$ cat src/hdl/acs_map.vh
// Constants for the atomic compare-and-swap execution unit.
// Assumes a 32-bit byte-addressed physical space with one RAM window.
`ifndef ACS_MAP_VH
`define ACS_MAP_VH

// ************************************************************
// Physical RAM window used for synchronisable locations
// ************************************************************
`define ACS_RAM_BASE      32'h2000_0000
`define ACS_RAM_LIMIT     32'h2fff_ffff

// ************************************************************
// Exception codes reported on a fault
// ************************************************************
`define ACS_EXC_NONE      3'h0
`define ACS_EXC_TLB_STORE 3'h1
`define ACS_EXC_MODIFY    3'h2
`define ACS_EXC_BUS       3'h3
`define ACS_EXC_ADDR      3'h4

// ************************************************************
// Result values written back to the new-value register
// ************************************************************
`define ACS_RESULT_OK     32'h0000_0001
`define ACS_RESULT_FAIL   32'h0000_0000

// ************************************************************
// Start-up entry point in read-only memory
// ************************************************************
`define ACS_STARTUP_ENTRY 32'h1fc0_0000
`define ACS_CPU_ID_W      4

`endif

$ cat src/hdl/acs_unit.v
// Atomic compare-and-swap execution unit with processor start-up request.
// Assumes a memory port with request/grant and a lock held across the pair.
// Contract
// - Read word at address, compare with expected
// - Match: store new value, return one
// - Mismatch: return zero, no store
// - Read and write locked as one operation
// - Only physical RAM addresses are eligible
// - Outside RAM: fail with zero, no access
// - Faults: store miss, modify, bus, address
// - Start-up service resets selected processor
`timescale 1ns/1ps
`include "acs_map.vh"

module acs_unit
(
	// Clock and reset.
	input  wire        clock,
	input  wire        nrst,
	// Instruction request from the pipeline.
	input  wire        start,
	input  wire [31:0] address_operand_reg,
	input  wire [31:0] expected_value_reg,
	input  wire [31:0] new_value_reg,
	// Translation result for the store side, valid with start.
	input  wire        store_translation_miss,
	input  wire        page_not_writable,
	// Memory port.
	output reg         mem_req,
	output reg         mem_we,
	output reg         mem_lock,
	output reg  [31:0] mem_addr,
	output reg  [31:0] mem_wdata,
	input  wire        mem_ack,
	input  wire        mem_err,
	input  wire [31:0] mem_rdata,
	// Completion toward the pipeline.
	output reg         done,
	output reg  [31:0] result,
	output reg         fault,
	output reg  [2:0]  fault_code,
	output reg         busy,
	// Processor start-up service.
	input  wire        startup_req,
	input  wire [`ACS_CPU_ID_W-1:0] startup_cpu_id,
	output reg  [15:0] cpu_reset,
	output reg  [31:0] startup_entry
);

	// ************************************************************
	// State encoding
	// ************************************************************
	localparam [3:0] ST_IDLE  = 4'h1;
	localparam [3:0] ST_READ  = 4'h2;
	localparam [3:0] ST_WRITE = 4'h4;
	localparam [3:0] ST_END   = 4'h8;

	reg [3:0]  state;      // Current sequencer state.
	reg [31:0] hold_new;   // New value captured at start.
	reg [31:0] hold_exp;   // Expected value captured at start.

	// Address checks on the incoming operand.
	wire in_ram    = (address_operand_reg >= `ACS_RAM_BASE) &&
	                 (address_operand_reg <= `ACS_RAM_LIMIT);
	wire unaligned = (address_operand_reg[1:0] != 2'h0);

	// ************************************************************
	// Compare-and-swap sequencer
	// ************************************************************
	// The lock is raised with the read and dropped only after the store, a bus error in either phase
	// or the mismatch, so the memory system can refuse others between.
	always @(posedge clock or negedge nrst)
	begin
		if (!nrst)
		begin
			state      <= ST_IDLE;
			hold_new   <= 32'h0000_0000;
			hold_exp   <= 32'h0000_0000;
			mem_req    <= 1'b0;
			mem_we     <= 1'b0;
			mem_lock   <= 1'b0;
			mem_addr   <= 32'h0000_0000;
			mem_wdata  <= 32'h0000_0000;
			done       <= 1'b0;
			result     <= 32'h0000_0000;
			fault      <= 1'b0;
			fault_code <= `ACS_EXC_NONE;
			busy       <= 1'b0;
		end
		else
		begin
			done <= 1'b0;
			case (state)
			ST_IDLE:
			begin
				fault <= 1'b0;
				if (start)
				begin
					// Faults are checked first, alignment ahead of translation.
					if (unaligned)
					begin
						fault      <= 1'b1;
						fault_code <= `ACS_EXC_ADDR;
						done       <= 1'b1;
					end
					else if (store_translation_miss)
					begin
						fault      <= 1'b1;
						fault_code <= `ACS_EXC_TLB_STORE;
						done       <= 1'b1;
					end
					else if (page_not_writable)
					begin
						fault      <= 1'b1;
						fault_code <= `ACS_EXC_MODIFY;
						done       <= 1'b1;
					end
					else if (!in_ram)
					begin
						// Non-RAM targets fail without touching the bus.
						result     <= `ACS_RESULT_FAIL;
						fault_code <= `ACS_EXC_NONE;
						done       <= 1'b1;
					end
					else
					begin
						hold_new   <= new_value_reg;
						hold_exp   <= expected_value_reg;
						mem_addr   <= address_operand_reg;
						mem_req    <= 1'b1;
						mem_we     <= 1'b0;
						mem_lock   <= 1'b1;
						fault_code <= `ACS_EXC_NONE;
						busy       <= 1'b1;
						state      <= ST_READ;
					end
				end
			end
			ST_READ:
			begin
				if (mem_err)
				begin
					// Only the code is kept here; the fault flag rises with done.
					mem_req    <= 1'b0;
					mem_lock   <= 1'b0;
					fault_code <= `ACS_EXC_BUS;
					state      <= ST_END;
				end
				else if (mem_ack)
				begin
					if (mem_rdata == hold_exp)
					begin
						mem_we    <= 1'b1;
						mem_wdata <= hold_new;
						state     <= ST_WRITE;
					end
					else
					begin
						mem_req  <= 1'b0;
						mem_lock <= 1'b0;
						result   <= `ACS_RESULT_FAIL;
						state    <= ST_END;
					end
				end
			end
			ST_WRITE:
			begin
				if (mem_err || mem_ack)
				begin
					mem_req  <= 1'b0;
					mem_we   <= 1'b0;
					mem_lock <= 1'b0;
					if (mem_err)
					begin
						// The store was refused, so the word is left as it was.
						fault_code <= `ACS_EXC_BUS;
					end
					else
					begin
						result <= `ACS_RESULT_OK;
					end
					state <= ST_END;
				end
			end
			ST_END:
			begin
				// A bus error seen in either phase is reported together with done,
				// so the pipeline never sees a fault without a completion.
				fault <= (fault_code == `ACS_EXC_BUS);
				done  <= 1'b1;
				busy  <= 1'b0;
				state <= ST_IDLE;
			end
			default:
			begin
				state <= ST_IDLE;
			end
			endcase
		end
	end

	// ************************************************************
	// Processor start-up service
	// ************************************************************
	// A reset as long as the request, one cycle behind it, goes to the chosen processor; its entry
	// point is a fixed ROM address presented alongside.
	// One bit per processor; the shift keeps the decode at sixteen bits.
	wire [15:0] id_onehot = 16'h0001 << startup_cpu_id;

	genvar g;
	generate
		for (g = 0; g < 16; g = g + 1)
		begin : g_rst
			always @(posedge clock or negedge nrst)
			begin
				if (!nrst)
					cpu_reset[g] <= 1'b0;
				else
					cpu_reset[g] <= startup_req && id_onehot[g];
			end
		end
	endgenerate

	// The entry point register loads its constant once out of reset.
	always @(posedge clock or negedge nrst)
	begin
		if (!nrst)
			startup_entry <= 32'h0000_0000;
		else
			startup_entry <= `ACS_STARTUP_ENTRY;
	end

endmodule

$ cat config.mk
export PLATFORM = sky130hd
export DESIGN_NAME = acs_unit
export DESIGN_NICKNAME = d
export VERILOG_FILES = /design/src/hdl/acs_unit.v
export VERILOG_INCLUDE_DIRS = /design/src /design/src/hdl
export SDC_FILE = /design/constraint.sdc
export NUM_CORES = 1
export LEC_CHECK = 0
export BUFFER_PORTS_ARGS = -buffer_cell sky130_fd_sc_hd__buf_4
export CAP_MARGIN = 5
export CORE_AREA = 3 3 159 115
export DETAILED_ROUTE_END_ITERATION = 10
export DIE_AREA = 0 0 162 118
export PLACE_DENSITY = 0.7
export SLEW_MARGIN = 20
export SYNTH_ARGS = -nofsm -noshare
export SYNTH_HDL_FRONTEND = slang
export SYNTH_SLANG_ARGS = --single-unit
$ cat constraint.sdc
create_clock -name clock -period 3.4 [get_ports clock]
set_clock_uncertainty 0.2 [all_clocks]
set_input_delay 0.34 -clock clock [delete_from_list [all_inputs] [get_ports clock]]
set_output_delay 0.34 -clock clock [all_outputs]
set_load 0.02 [all_outputs]
; ---- Word level (Yosys, flattened, before mapping)
; Index checks and enable logic that the tools add are counted.
[totals]
output_inout_bits = 153
ff_bits = 189
elab_cells = 144
[op_classes]
n_shift = 1
reduce_logical = 29
n_mux = 59
eq_ne = 20
bitwise_logic = 4
magnitude_cmp = 2
[op_table]
columns = operator, n
row1 = two-way mux 32 bit, 10
row2 = one-hot mux 32 bit (3 select lines), 1
row3 = two-way mux 4 bit, 9
row4 = == test 32 bit, 1
row5 = ">= comparator 32 x 30 -> 1 bit, second input constant", 1
row6 = "less-or-equal comparator 32 x 30 -> 1 bit, second input constant", 1
row7 = two-way mux 1 bit, 26
row8 = "!= test 2 bit, second input constant", 12
row9 = logical AND 1 bit, 17
row10 = "<< shifter 1 x 4 -> 16 bit, first input constant", 1
row11 = two-way mux 3 bit, 4
row12 = one-hot mux 4 bit (3 select lines), 1
row13 = AND reduction 6 bit, 2
row14 = AND reduction 11 bit, 1
row15 = AND reduction 10 bit, 1
row16 = one-hot mux 3 bit (3 select lines), 1
row17 = AND reduction 9 bit, 1
row18 = AND reduction 7 bit, 1
row19 = "!= test 3 bit, second input constant", 2
row20 = one-hot mux 1 bit (2 select lines), 3
row21 = one-hot mux 1 bit (3 select lines), 2
row22 = "== test 4 x 1 -> 1 bit, second input constant", 1
row23 = "== test 4 x 2 -> 1 bit, second input constant", 1
row24 = "== test 4 x 3 -> 1 bit, second input constant", 1
row25 = other kinds (9), 14

; ---- Depth between registers and ports, before layout
; Gate-level depths: netlist of run 1.
[logic_depth]
ltp_word = 8
mapped_depth = 6
depth_no_buf = 5

; ---- Worst setup path after synthesis of run 1
; OpenSTA, ideal clock, no wires.
[synth_timing]
kind = register to register
start = reg state[0]
end = reg result[0]
arrival_ns = 1.783
t_required_ns = 3.078
period_less_slack_ns = 2.105
path_stages_with_launch = 7
slack_ns = 1.295
cell_sequence = dfstp_2 > buf_2 > nor4b_1 > o311ai_0 > a2111oi_1 > mux2i_1 > nand2_1
[synth_via]
elab_chain_cells = 3
word_cells_on_any_way = 16
[synth_lines]
columns = element, line
row1 = from (decl), acs_unit.v:58  ; reg [3:0] state;
row2 = from (signal assigned), acs_unit.v:76  ; state <= ST_IDLE;
row3 = from (signal assigned), acs_unit.v:135  ; state <= ST_READ;
row4 = from (signal assigned), acs_unit.v:147  ; state <= ST_END;
row5 = "== test 4 x 2 -> 1 bit, or another cell as far along", acs_unit.v:93  ; case (state)
row6 = != test 2 bit (no source line) / nonzero test 3 bit (equally long branches), --
row7 = AND reduction 11 bit (no source line), --
row8 = to (signal assigned), acs_unit.v:121  ; result <= `ACS_RESULT_FAIL;
row9 = to (signal assigned), acs_unit.v:161  ; result <= `ACS_RESULT_FAIL;
row10 = to (signal assigned), acs_unit.v:180  ; result <= `ACS_RESULT_OK;
row11 = to (decl), acs_unit.v:39  ; output reg [31:0] result,
; Parallel ways exist; a longest one is shown, timed or not.
; A chain may end at the register's enable or synchronous reset.

; ---- Worst setup path in the final report of run 1
[layout_timing]
start = reg hold_exp[1]
end = reg mem_wdata[30]
[layout_via]
elab_chain_cells = 2
[layout_lines]
columns = element, line
row1 = from (decl), acs_unit.v:60  ; reg [31:0] hold_exp;
row2 = from (signal assigned), acs_unit.v:128  ; hold_exp <= expected_value_reg;
row3 = == test 32 bit, acs_unit.v:151  ; if (mem_rdata == hold_exp)
row4 = AND reduction 4 bit (no source line), --
row5 = to (signal assigned), acs_unit.v:154  ; mem_wdata <= hold_new;
row6 = to (decl), acs_unit.v:33  ; output reg [31:0] mem_wdata,
; No other way between the ends.

==> impl_metrics.prom, run 1 <==
# TYPE chip_impl_metric gauge
chip_impl_metric{name="via_count",unit=""} 4910
chip_impl_metric{name="path_clk_slew",unit="ns"} 0.06
chip_impl_metric{name="firstDrtPassIters",unit=""} 4
chip_impl_metric{name="grt_util_met1",unit="%"} 20.9
chip_impl_info{name="setup_repair_after_global_routing_missed_its_margin",value="no"} 1
chip_impl_metric{name="synth.ff_latch_count",unit=""} 158
chip_impl_metric{name="clock_sink_count",unit=""} 158
chip_impl_metric{name="power.ir.vdd_worst",unit="mV"} 0.330
chip_impl_metric{name="dieHeight",unit="µm"} 118
chip_impl_metric{name="design.core.area",unit="µm²"} 16900
chip_impl_metric{name="drt-initial-drc-count",unit=""} 152
chip_impl_metric{name="post_synth_mux_area_share",unit="%"} 21.3
chip_impl_metric{name="maxClockFrequency",unit="GHz"} 0.415
chip_impl_metric{name="groute.usage.overall",unit="%"} 18.2
chip_impl_metric{name="post_cts_hold_buffer_count",unit=""} 94
chip_impl_metric{name="netlist_instances",unit=""} 503
chip_impl_metric{name="detailed_place.area",unit="µm²"} 8750
chip_impl_info{name="timing.critical_path.from",value="hold_exp[1]$_DFFE_PN0P_"} 1
chip_impl_info{name="gr-max-usage-layer",value="met2"} 1
chip_impl_metric{name="worst_pin_slew",unit="ns"} 0.778
chip_impl_metric{name="layout_min_cycle_time",unit="ns"} 2.41
chip_impl_metric{name="areaGrowthSynthToFinish",unit="%"} 46.6
chip_impl_metric{name="cp_max_fo",unit=""} 32
chip_impl_metric{name="post_synthesis_adder_cell_area_fraction",unit="%"} 0
chip_impl_metric{name="grt_first_pass_wirelength",unit="mm"} 27.7
chip_impl_metric{name="synth_seq_area_share",unit="%"} 56.3
chip_impl_metric{name="globalRouteMet3Util",unit="%"} 7.56
chip_impl_info{name="outcome",value="finished clean"} 1
chip_impl_metric{name="slew_viol_final",unit=""} 0
chip_impl_metric{name="hold_viol",unit=""} 0
chip_impl_metric{name="critical-path-max-stage-delay",unit="ns"} 0.45
chip_impl_metric{name="cts.htree.levels",unit=""} 4
chip_impl_info{name="reg2reg_from",value="hold_exp[1]$_DFFE_PN0P_"} 1
chip_impl_metric{name="initial_core_util",unit="%"} 41.5
chip_impl_metric{name="grt_pass1_vias",unit=""} 5436
chip_impl_metric{name="timing.final.ws_setup",unit="ns"} 0.992
chip_impl_metric{name="timing.setup.tns",unit="ns"} 0
chip_impl_metric{name="drc",unit=""} 0
chip_impl_metric{name="cts_inserted_buffers",unit=""} 17
chip_impl_metric{name="cts_resized",unit=""} 0
chip_impl_info{name="holdCritPathClass",value="input port to flip-flop"} 1
chip_impl_info{name="worst_setup_path_end_kind",value="flip-flop"} 1
chip_impl_metric{name="layout.cell_area.non_filler",unit="µm²"} 10300
chip_impl_metric{name="synth.cell_area",unit="µm²"} 7020
chip_impl_metric{name="number_of_distinct_library_cell_variants_in_the_gate_level_netlist_after_synthesis",unit=""} 47
chip_impl_metric{name="synth_area_per_cell",unit="µm²"} 14.0
chip_impl_metric{name="routedWlPerCell",unit="µm"} 16.2
chip_impl_metric{name="wirelength",unit="mm"} 17.4
chip_impl_metric{name="hpwl",unit="mm"} 11.9
chip_impl_metric{name="final-setup-viol-count",unit=""} 0
chip_impl_metric{name="crit_arrival",unit="ns"} 2.50
chip_impl_metric{name="final_antenna_net_count",unit=""} 0
chip_impl_metric{name="area_share_of_and_or_nand_nor_cells_after_synthesis",unit="%"} 6.99
chip_impl_metric{name="cellPowerDensity",unit="nW/µm²"} 472
chip_impl_metric{name="post_cts.repair.setup_buffers",unit=""} 0
chip_impl_metric{name="max-cap-violations",unit=""} 0
chip_impl_metric{name="die_width",unit="µm"} 162
chip_impl_info{name="synth_top_family_by_area",value="multiplexers"} 1
chip_impl_metric{name="ctsLongestPathBuffers",unit=""} 2
chip_impl_metric{name="grt_antenna_before_repair",unit=""} 1
chip_impl_metric{name="layout-drive-gt1-share",unit="%"} 45.8
chip_impl_metric{name="post-route-period-util",unit="%"} 70.8
chip_impl_metric{name="overflow",unit=""} 0
chip_impl_metric{name="synth_edf_count",unit=""} 0
chip_impl_info{name="timing.critical_path.cells",value="xnor2_1 > nand4_1 > nor4_4 > nand4_4 > buf_4 > mux2_4"} 1
chip_impl_info{name="critPathKind",value="flip-flop to flip-flop"} 1
chip_impl_metric{name="path_buf_inv",unit=""} 1
chip_impl_metric{name="worst_slew_margin_rel",unit="%"} 48.2
chip_impl_metric{name="ys_warn_count",unit=""} 0
chip_impl_metric{name="async_reset_ff_share",unit="%"} 100
chip_impl_metric{name="cellLeakagePower",unit="nW"} 5.38
chip_impl_info{name="worst_path_dominant_cell_family",value="simple AND/OR/NAND/NOR gates"} 1
chip_impl_info{name="hold_start",value="start"} 1
chip_impl_metric{name="floorplan.io_pins",unit=""} 293
chip_impl_metric{name="dp_worst_setup_slack",unit="ns"} 0.946
chip_impl_metric{name="grt.met2_usage",unit="%"} 31.0
chip_impl_info{name="critPathLaunchType",value="flip-flop"} 1
chip_impl_info{name="cts_tree",value="built"} 1
chip_impl_metric{name="grt_start_max_net_pins",unit=""} 81
chip_impl_metric{name="routabilityCongestion",unit=""} 0.824
chip_impl_metric{name="port-buffer-count",unit=""} 236
chip_impl_metric{name="die_area",unit="µm²"} 19100
chip_impl_metric{name="num-nets-final",unit=""} 974
chip_impl_metric{name="vias_per_cell",unit=""} 4.56
chip_impl_info{name="cp_slowest_cell",value="nor4_4"} 1
chip_impl_info{name="clock-root-buffer",value="clkbuf_16"} 1
chip_impl_metric{name="worstSkewPairLatency",unit="ns"} 0.41
chip_impl_metric{name="fillers",unit=""} 1258
chip_impl_metric{name="synth_compound_area_share",unit="%"} 2.42
chip_impl_metric{name="worst-endpoint-required",unit="ns"} 3.49
chip_impl_metric{name="post_synth_xor_area_fraction",unit="%"} 3.99
chip_impl_metric{name="floorplan.rows",unit=""} 40
chip_impl_info{name="synth_ff_type",value="dfrtp_1"} 1
## cells in the mapped netlist, types with 2 or more instances
cell / instances / area (µm²)
inv_1: 6 / 22.5
xnor2_1: 32 / 280
mux2_2: 77 / 867
nor3_1: 9 / 45.0
nor4_1: 2 / 12.5
buf_4: 63 / 473
buf_2: 6 / 30.0
conb_1: 2 / 7.51
nor2b_1: 2 / 12.5
nand2b_1: 5 / 31.3
nand3_1: 3 / 15.0
a21oi_1: 3 / 15.0
nand3b_1: 3 / 22.5
mux2_4: 30 / 450
nand2_1: 8 / 30.0
and2_1: 8 / 50.1
o21ai_0: 6 / 30.0
dfrtp_1: 157 / 3930
nor2_1: 20 / 75.1
buf_6: 8 / 90.1
mux2_1: 15 / 169
o31ai_1: 2 / 15.0
nand4_1: 10 / 62.6
a31oi_1: 3 / 18.8
## cells by family (layout without fill, tap and decap cells)
| logic type | count (synthesis) | in the layout |
|---|---|---|
| flops | 158 | 158 |
| mux | 123 | 123 |
| buf+inv | 84 | 371 |
| simple gates | 80 | 80 |
| xor+xnor | 32 | 32 |
| compound gates | 24 | 24 |
| other cells | 2 | 58 |
## registers in the layout (all words and copies together) (netlist names)
name / flops
state: 4
fault: 1
hold_exp: 32
mem_addr: 32
mem_lock: 1
hold_new: 32
done: 1
mem_wdata: 32
result: 1
startup_entry: 1
mem_we: 1
busy: 1
fault_code: 3
cpu_reset: 16
## per-stage QoR
step	hold slack, ns	total power, mW	instances	utilization (%)
global route	0.0493	5.09	1077	60.8
CTS	0.0321	4.92	1076	60.8
floorplan	-0.156	2.58	558	-
finish	0.0593	4.86	1077	60.8
global placement	0.0694	2.84	952	51.7
detailed placement	0.0782	2.87	952	51.7
## worst paths after layout
kind	endpoint	slack, ns	depth (start not counted)
min in group asynchronous	mem_addr[17]$_DFFE_PN0P_	0.22	2
max	mem_wdata[30]$_DFFE_PN0P_	0.99	6
min reg2reg	mem_addr[29]$_DFFE_PN0P_	0.27	1
max in group asynchronous	hold_exp[18]$_DFFE_PN0P_	1.93	3
max reg2reg	mem_wdata[30]$_DFFE_PN0P_	0.99	6
min	done$_DFF_PN0_	0.06	3
## final cells by class
type                       instances  area, µm²  area share [%]
tap                              231        289            2.81
antenna                            1       2.50          0.0243
inverter                           6       22.5           0.219
multi-input combinational        316       2660            25.8
timing repair buffer             335       2770            26.9
sequential                       158       3960            38.4
clock inverter                    12        159            1.54
clock buffer                      18        439            4.27
## report_power, final
part	internal [mW]	switching (mW)
clock	1.18	0.761
sequential	1.99	0.0966
combinational	0.418	0.419
## routing by layer
metal,up-vias,routed length [µm]
li1,2274,-
met1,2417,6790
met2,193,8690
met3,26,1560
met4,0,353
met5,-,0
## placed cells by master (no fill, tap or decap), types with 2 or more instances in the layout
cell type / synthesis / final
clkbuf_16: 0 / 17
nor2b_1: 2 / 2
o21ai_0: 6 / 6
nor3_1: 9 / 9
and2_1: 8 / 8
nand3_1: 3 / 3
o31ai_1: 2 / 2
nand2_1: 8 / 8
inv_1: 6 / 6
inv_6: 0 / 4
nor2_1: 20 / 20
clkinv_2: 0 / 2
nand4_1: 10 / 10
nor4_1: 2 / 2
mux2_1: 15 / 15
buf_4: 63 / 239
dlygate4sd3_1: 0 / 94
clkinvlp_4: 0 / 2
a21oi_1: 3 / 3
bufinv_16: 0 / 3
nand3b_1: 3 / 3
a31oi_1: 3 / 3
mux2_4: 30 / 30
nand2b_1: 5 / 5
mux2_2: 77 / 77
conb_1: 2 / 57
xnor2_1: 32 / 32
dfrtp_1: 157 / 157
## worst min-delay path: stages
cell and delay [ns]:
buf_4 0.14, nand2_1 0.07, o21ai_0 0.07
Note: power is estimated with default switching activity, not from simulation.
==> inputs of run 2 (changes only) <==
Settings changed: ABC_AREA from default to 1, CORE_AREA 3 3 159 115 to 3 3 164 118, DIE_AREA 0 0 162 118 to 0 0 167 121, PLACE_DENSITY 0.7 to 0.73.
Clock period 3.4 ns to 1.95 ns, I/O delays scaled along.
==> impl_metrics.prom, run 2 <==
# TYPE chip_impl_metric gauge
chip_impl_metric{name="synth_edf_count",unit=""} 0
chip_impl_metric{name="post-route-period-util",unit="%"} 99.3
chip_impl_metric{name="timing.setup.tns",unit="ns"} 0
chip_impl_metric{name="cellLeakagePower",unit="nW"} 6.35
chip_impl_metric{name="hpwl",unit="mm"} 15.0
chip_impl_metric{name="wirelength",unit="mm"} 22.8
chip_impl_info{name="holdCritPathClass",value="input port to flip-flop"} 1
chip_impl_metric{name="cp_max_fo",unit=""} 18
chip_impl_metric{name="synth.cell_area",unit="µm²"} 7490
chip_impl_info{name="cell_type_with_the_highest_aggregate_area_in_the_netlist",value="dfrtp_1"} 1
chip_impl_metric{name="vias_per_cell",unit=""} 4.57
chip_impl_metric{name="worst_slew_margin_rel",unit="%"} 66.1
chip_impl_metric{name="cellPowerDensity",unit="nW/µm²"} 798
chip_impl_metric{name="synth_area_per_cell",unit="µm²"} 8.25
chip_impl_info{name="clock-root-buffer",value="clkbuf_16"} 1
chip_impl_metric{name="routabilityCongestion",unit=""} 0.802
chip_impl_metric{name="final_antenna_net_count",unit=""} 0
chip_impl_metric{name="async_reset_ff_share",unit="%"} 100
chip_impl_metric{name="drc",unit=""} 0
chip_impl_metric{name="initial_core_util",unit="%"} 41.8
chip_impl_metric{name="hold_viol",unit=""} 0
chip_impl_metric{name="layout_min_cycle_time",unit="ns"} 1.94
chip_impl_metric{name="synth_seq_area_share",unit="%"} 52.8
chip_impl_metric{name="layout.cells.non_filler",unit=""} 1526
chip_impl_metric{name="worst-endpoint-required",unit="ns"} 2.06
chip_impl_metric{name="layout-drive-gt1-share",unit="%"} 28.2
chip_impl_info{name="synth.most_common_cell",value="nand2_1"} 1
chip_impl_info{name="synth_ff_type",value="dfrtp_1"} 1
chip_impl_metric{name="areaGrowthSynthToFinish",unit="%"} 52.2
chip_impl_metric{name="worstSkewPairLatency",unit="ns"} 0.43
chip_impl_metric{name="clock_sink_count",unit=""} 158
chip_impl_metric{name="die_area",unit="µm²"} 20200
chip_impl_metric{name="floorplan.io_pins",unit=""} 293
chip_impl_metric{name="overflow",unit=""} 0
chip_impl_metric{name="die_width",unit="µm"} 167
chip_impl_metric{name="netlist_instances",unit=""} 908
chip_impl_metric{name="drt-initial-drc-count",unit=""} 642
chip_impl_metric{name="synth.ff_latch_count",unit=""} 158
chip_impl_metric{name="floorplan.rows",unit=""} 41
chip_impl_metric{name="via_count",unit=""} 6970
chip_impl_metric{name="num-nets-final",unit=""} 1416
chip_impl_metric{name="routedWlPerCell",unit="µm"} 15.0
chip_impl_info{name="critPathKind",value="flip-flop to flip-flop"} 1
chip_impl_metric{name="cts_inserted_buffers",unit=""} 17
chip_impl_metric{name="grt_antenna_before_repair",unit=""} 1
chip_impl_metric{name="dieHeight",unit="µm"} 121
chip_impl_info{name="worst_setup_path_end_kind",value="flip-flop"} 1
chip_impl_info{name="cts_tree",value="built"} 1
chip_impl_metric{name="firstDrtPassIters",unit=""} 6
chip_impl_info{name="layout.cells.most_common",value="nand2_1"} 1
chip_impl_metric{name="design.core.area",unit="µm²"} 17900
chip_impl_metric{name="maxClockFrequency",unit="GHz"} 0.516
chip_impl_metric{name="port-buffer-count",unit=""} 236
chip_impl_info{name="layout_common_cells",value="nand2_1, buf_4, dfrtp_1"} 1
chip_impl_metric{name="grt_pass1_vias",unit=""} 6942
chip_impl_info{name="critPathLaunchType",value="flip-flop"} 1
chip_impl_metric{name="path_clk_slew",unit="ns"} 0.07
chip_impl_metric{name="cts.htree.levels",unit=""} 4
chip_impl_metric{name="number_of_distinct_library_cell_variants_in_the_gate_level_netlist_after_synthesis",unit=""} 31
chip_impl_metric{name="yosys.area.top_type_share",unit="%"} 52.5
chip_impl_metric{name="crit_arrival",unit="ns"} 2.05
chip_impl_metric{name="worst_pin_slew",unit="ns"} 0.509
chip_impl_metric{name="max-cap-violations",unit=""} 0
chip_impl_metric{name="groute.usage.overall",unit="%"} 21.6
chip_impl_info{name="outcome",value="finished clean"} 1
chip_impl_metric{name="final-setup-viol-count",unit=""} 0
chip_impl_metric{name="slew_viol_final",unit=""} 0
chip_impl_metric{name="grt_start_max_net_pins",unit=""} 68
chip_impl_metric{name="ctsLongestPathBuffers",unit=""} 2
chip_impl_metric{name="power.ir.vdd_worst",unit="mV"} 0.597
chip_impl_metric{name="placed_cells_incl_taps",unit=""} 1377
chip_impl_info{name="post_synth_most_frequent_cells",value="nand2_1, dfrtp_1, buf_4"} 1
chip_impl_metric{name="grt_first_pass_wirelength",unit="mm"} 35.1
chip_impl_metric{name="ys_warn_count",unit=""} 0
chip_impl_info{name="setup_repair_after_global_routing_missed_its_margin",value="yes"} 1
chip_impl_info{name="synth_top_cells_by_area",value="dfrtp_1, nand2_1, buf_4"} 1
## run 2: cell type report
cell class,count,area [µm²]
clock inverter,15,174
tap,236,295
inverter,60,228
fill,1462,6510
multi-input combinational,649,2940
timing repair buffer,390,3370
clock buffer,17,425
sequential,158,3960
antenna,1,2.50
## run 2: logic make-up (layout without fill, tap and decap cells)
kind of cell	count (synthesis)	count (layout)	share of synthesized area, %
XOR/XNOR	30	30	3.51
flip-flops	158	158	52.8
buffers and inverters	156	482	12.0
other	2	58	0.100
AO/OA/AOI/OAI	23	23	1.55
AND/OR/NAND/NOR	539	539	30.0
## run 2: repair_timing
item	in CTS	in global routing
cloned	0	2
endpoints found under the setup margin	34	124
resized for setup	8	20
hold endpoints to repair	275	0
hold buffers	108	0
buffers inserted	3	3
pin swaps	8	4
## run 2: per-layer routing
metal | GRT usage, % | up-vias | routed length, µm
li1 | - | 3411 | -
met5 | 0 | - | 0
met3 | 5.96 | 33 | 1720
met4 | 6.39 | 0 | 369
met1 | 28.2 | 3248 | 9870
met2 | 35.5 | 278 | 10900
## run 2: path summary, 6_finish.rpt
| path | start | to | slack (ns) | cells after the start |
|---|---|---|---|---|
| setup / recovery | hold_exp[6]$_DFFE_PN0P_ | mem_wdata[25]$_DFFE_PN0P_ | 0.01 | 12 |
| hold / removal | address_operand_reg[1] | fault_code[0]$_DFFE_PN0P_ | 0.05 | 5 |
| setup reg to reg | hold_exp[6]$_DFFE_PN0P_ | mem_wdata[25]$_DFFE_PN0P_ | 0.01 | 12 |
| hold reg to reg | hold_new[8]$_DFFE_PN0P_ | hold_new[8]$_DFFE_PN0P_ | 0.28 | 2 |
| max in group asynchronous | nrst | hold_exp[10]$_DFFE_PN0P_ | 0.83 | 3 |
| min in group asynchronous | nrst | done$_DFF_PN0_ | 0.09 | 2 |
## run 2: worst max-delay path, stage by stage, from the launching register on
cell and delay (ns):
dfrtp_1 0.36, inv_1 0.08, nand2_2 0.07, nand2_1 0.06
nor2_2 0.15, nand3_1 0.09, nor2_1 0.13, nand2_2 0.10
nor2_8 0.17, nand3_4 0.12, buf_12 0.17, nand2_1 0.07
nand2_1 0.05
## run 2: metrics by stage
stage / utilization (%) / setup WS, ns / area (µm²) / power [mW] / hold slack [ns]
after floorplan: - / 0.221 / 7700 / 4.76 / -0.301
after global placement: 53.1 / -0.0823 / 9510 / 5.43 / -0.0225
after detailed placement: 53.1 / -0.113 / 9510 / 5.47 / -0.0197
after CTS: 62.8 / -0.00296 / 11200 / 9.05 / 0.0242
after global routing: 63.7 / -0.0995 / 11400 / 9.50 / 0.0813
final: 63.7 / 0.0128 / 11400 / 9.09 / 0.0481
## run 2: where the power goes
| part | switching, mW | internal (mW) |
|---|---|---|
| registers | 0.161 | 3.52 |
| logic | 1.14 | 0.901 |
| clock network | 1.54 | 1.83 |
| total | 2.83 | 6.26 |
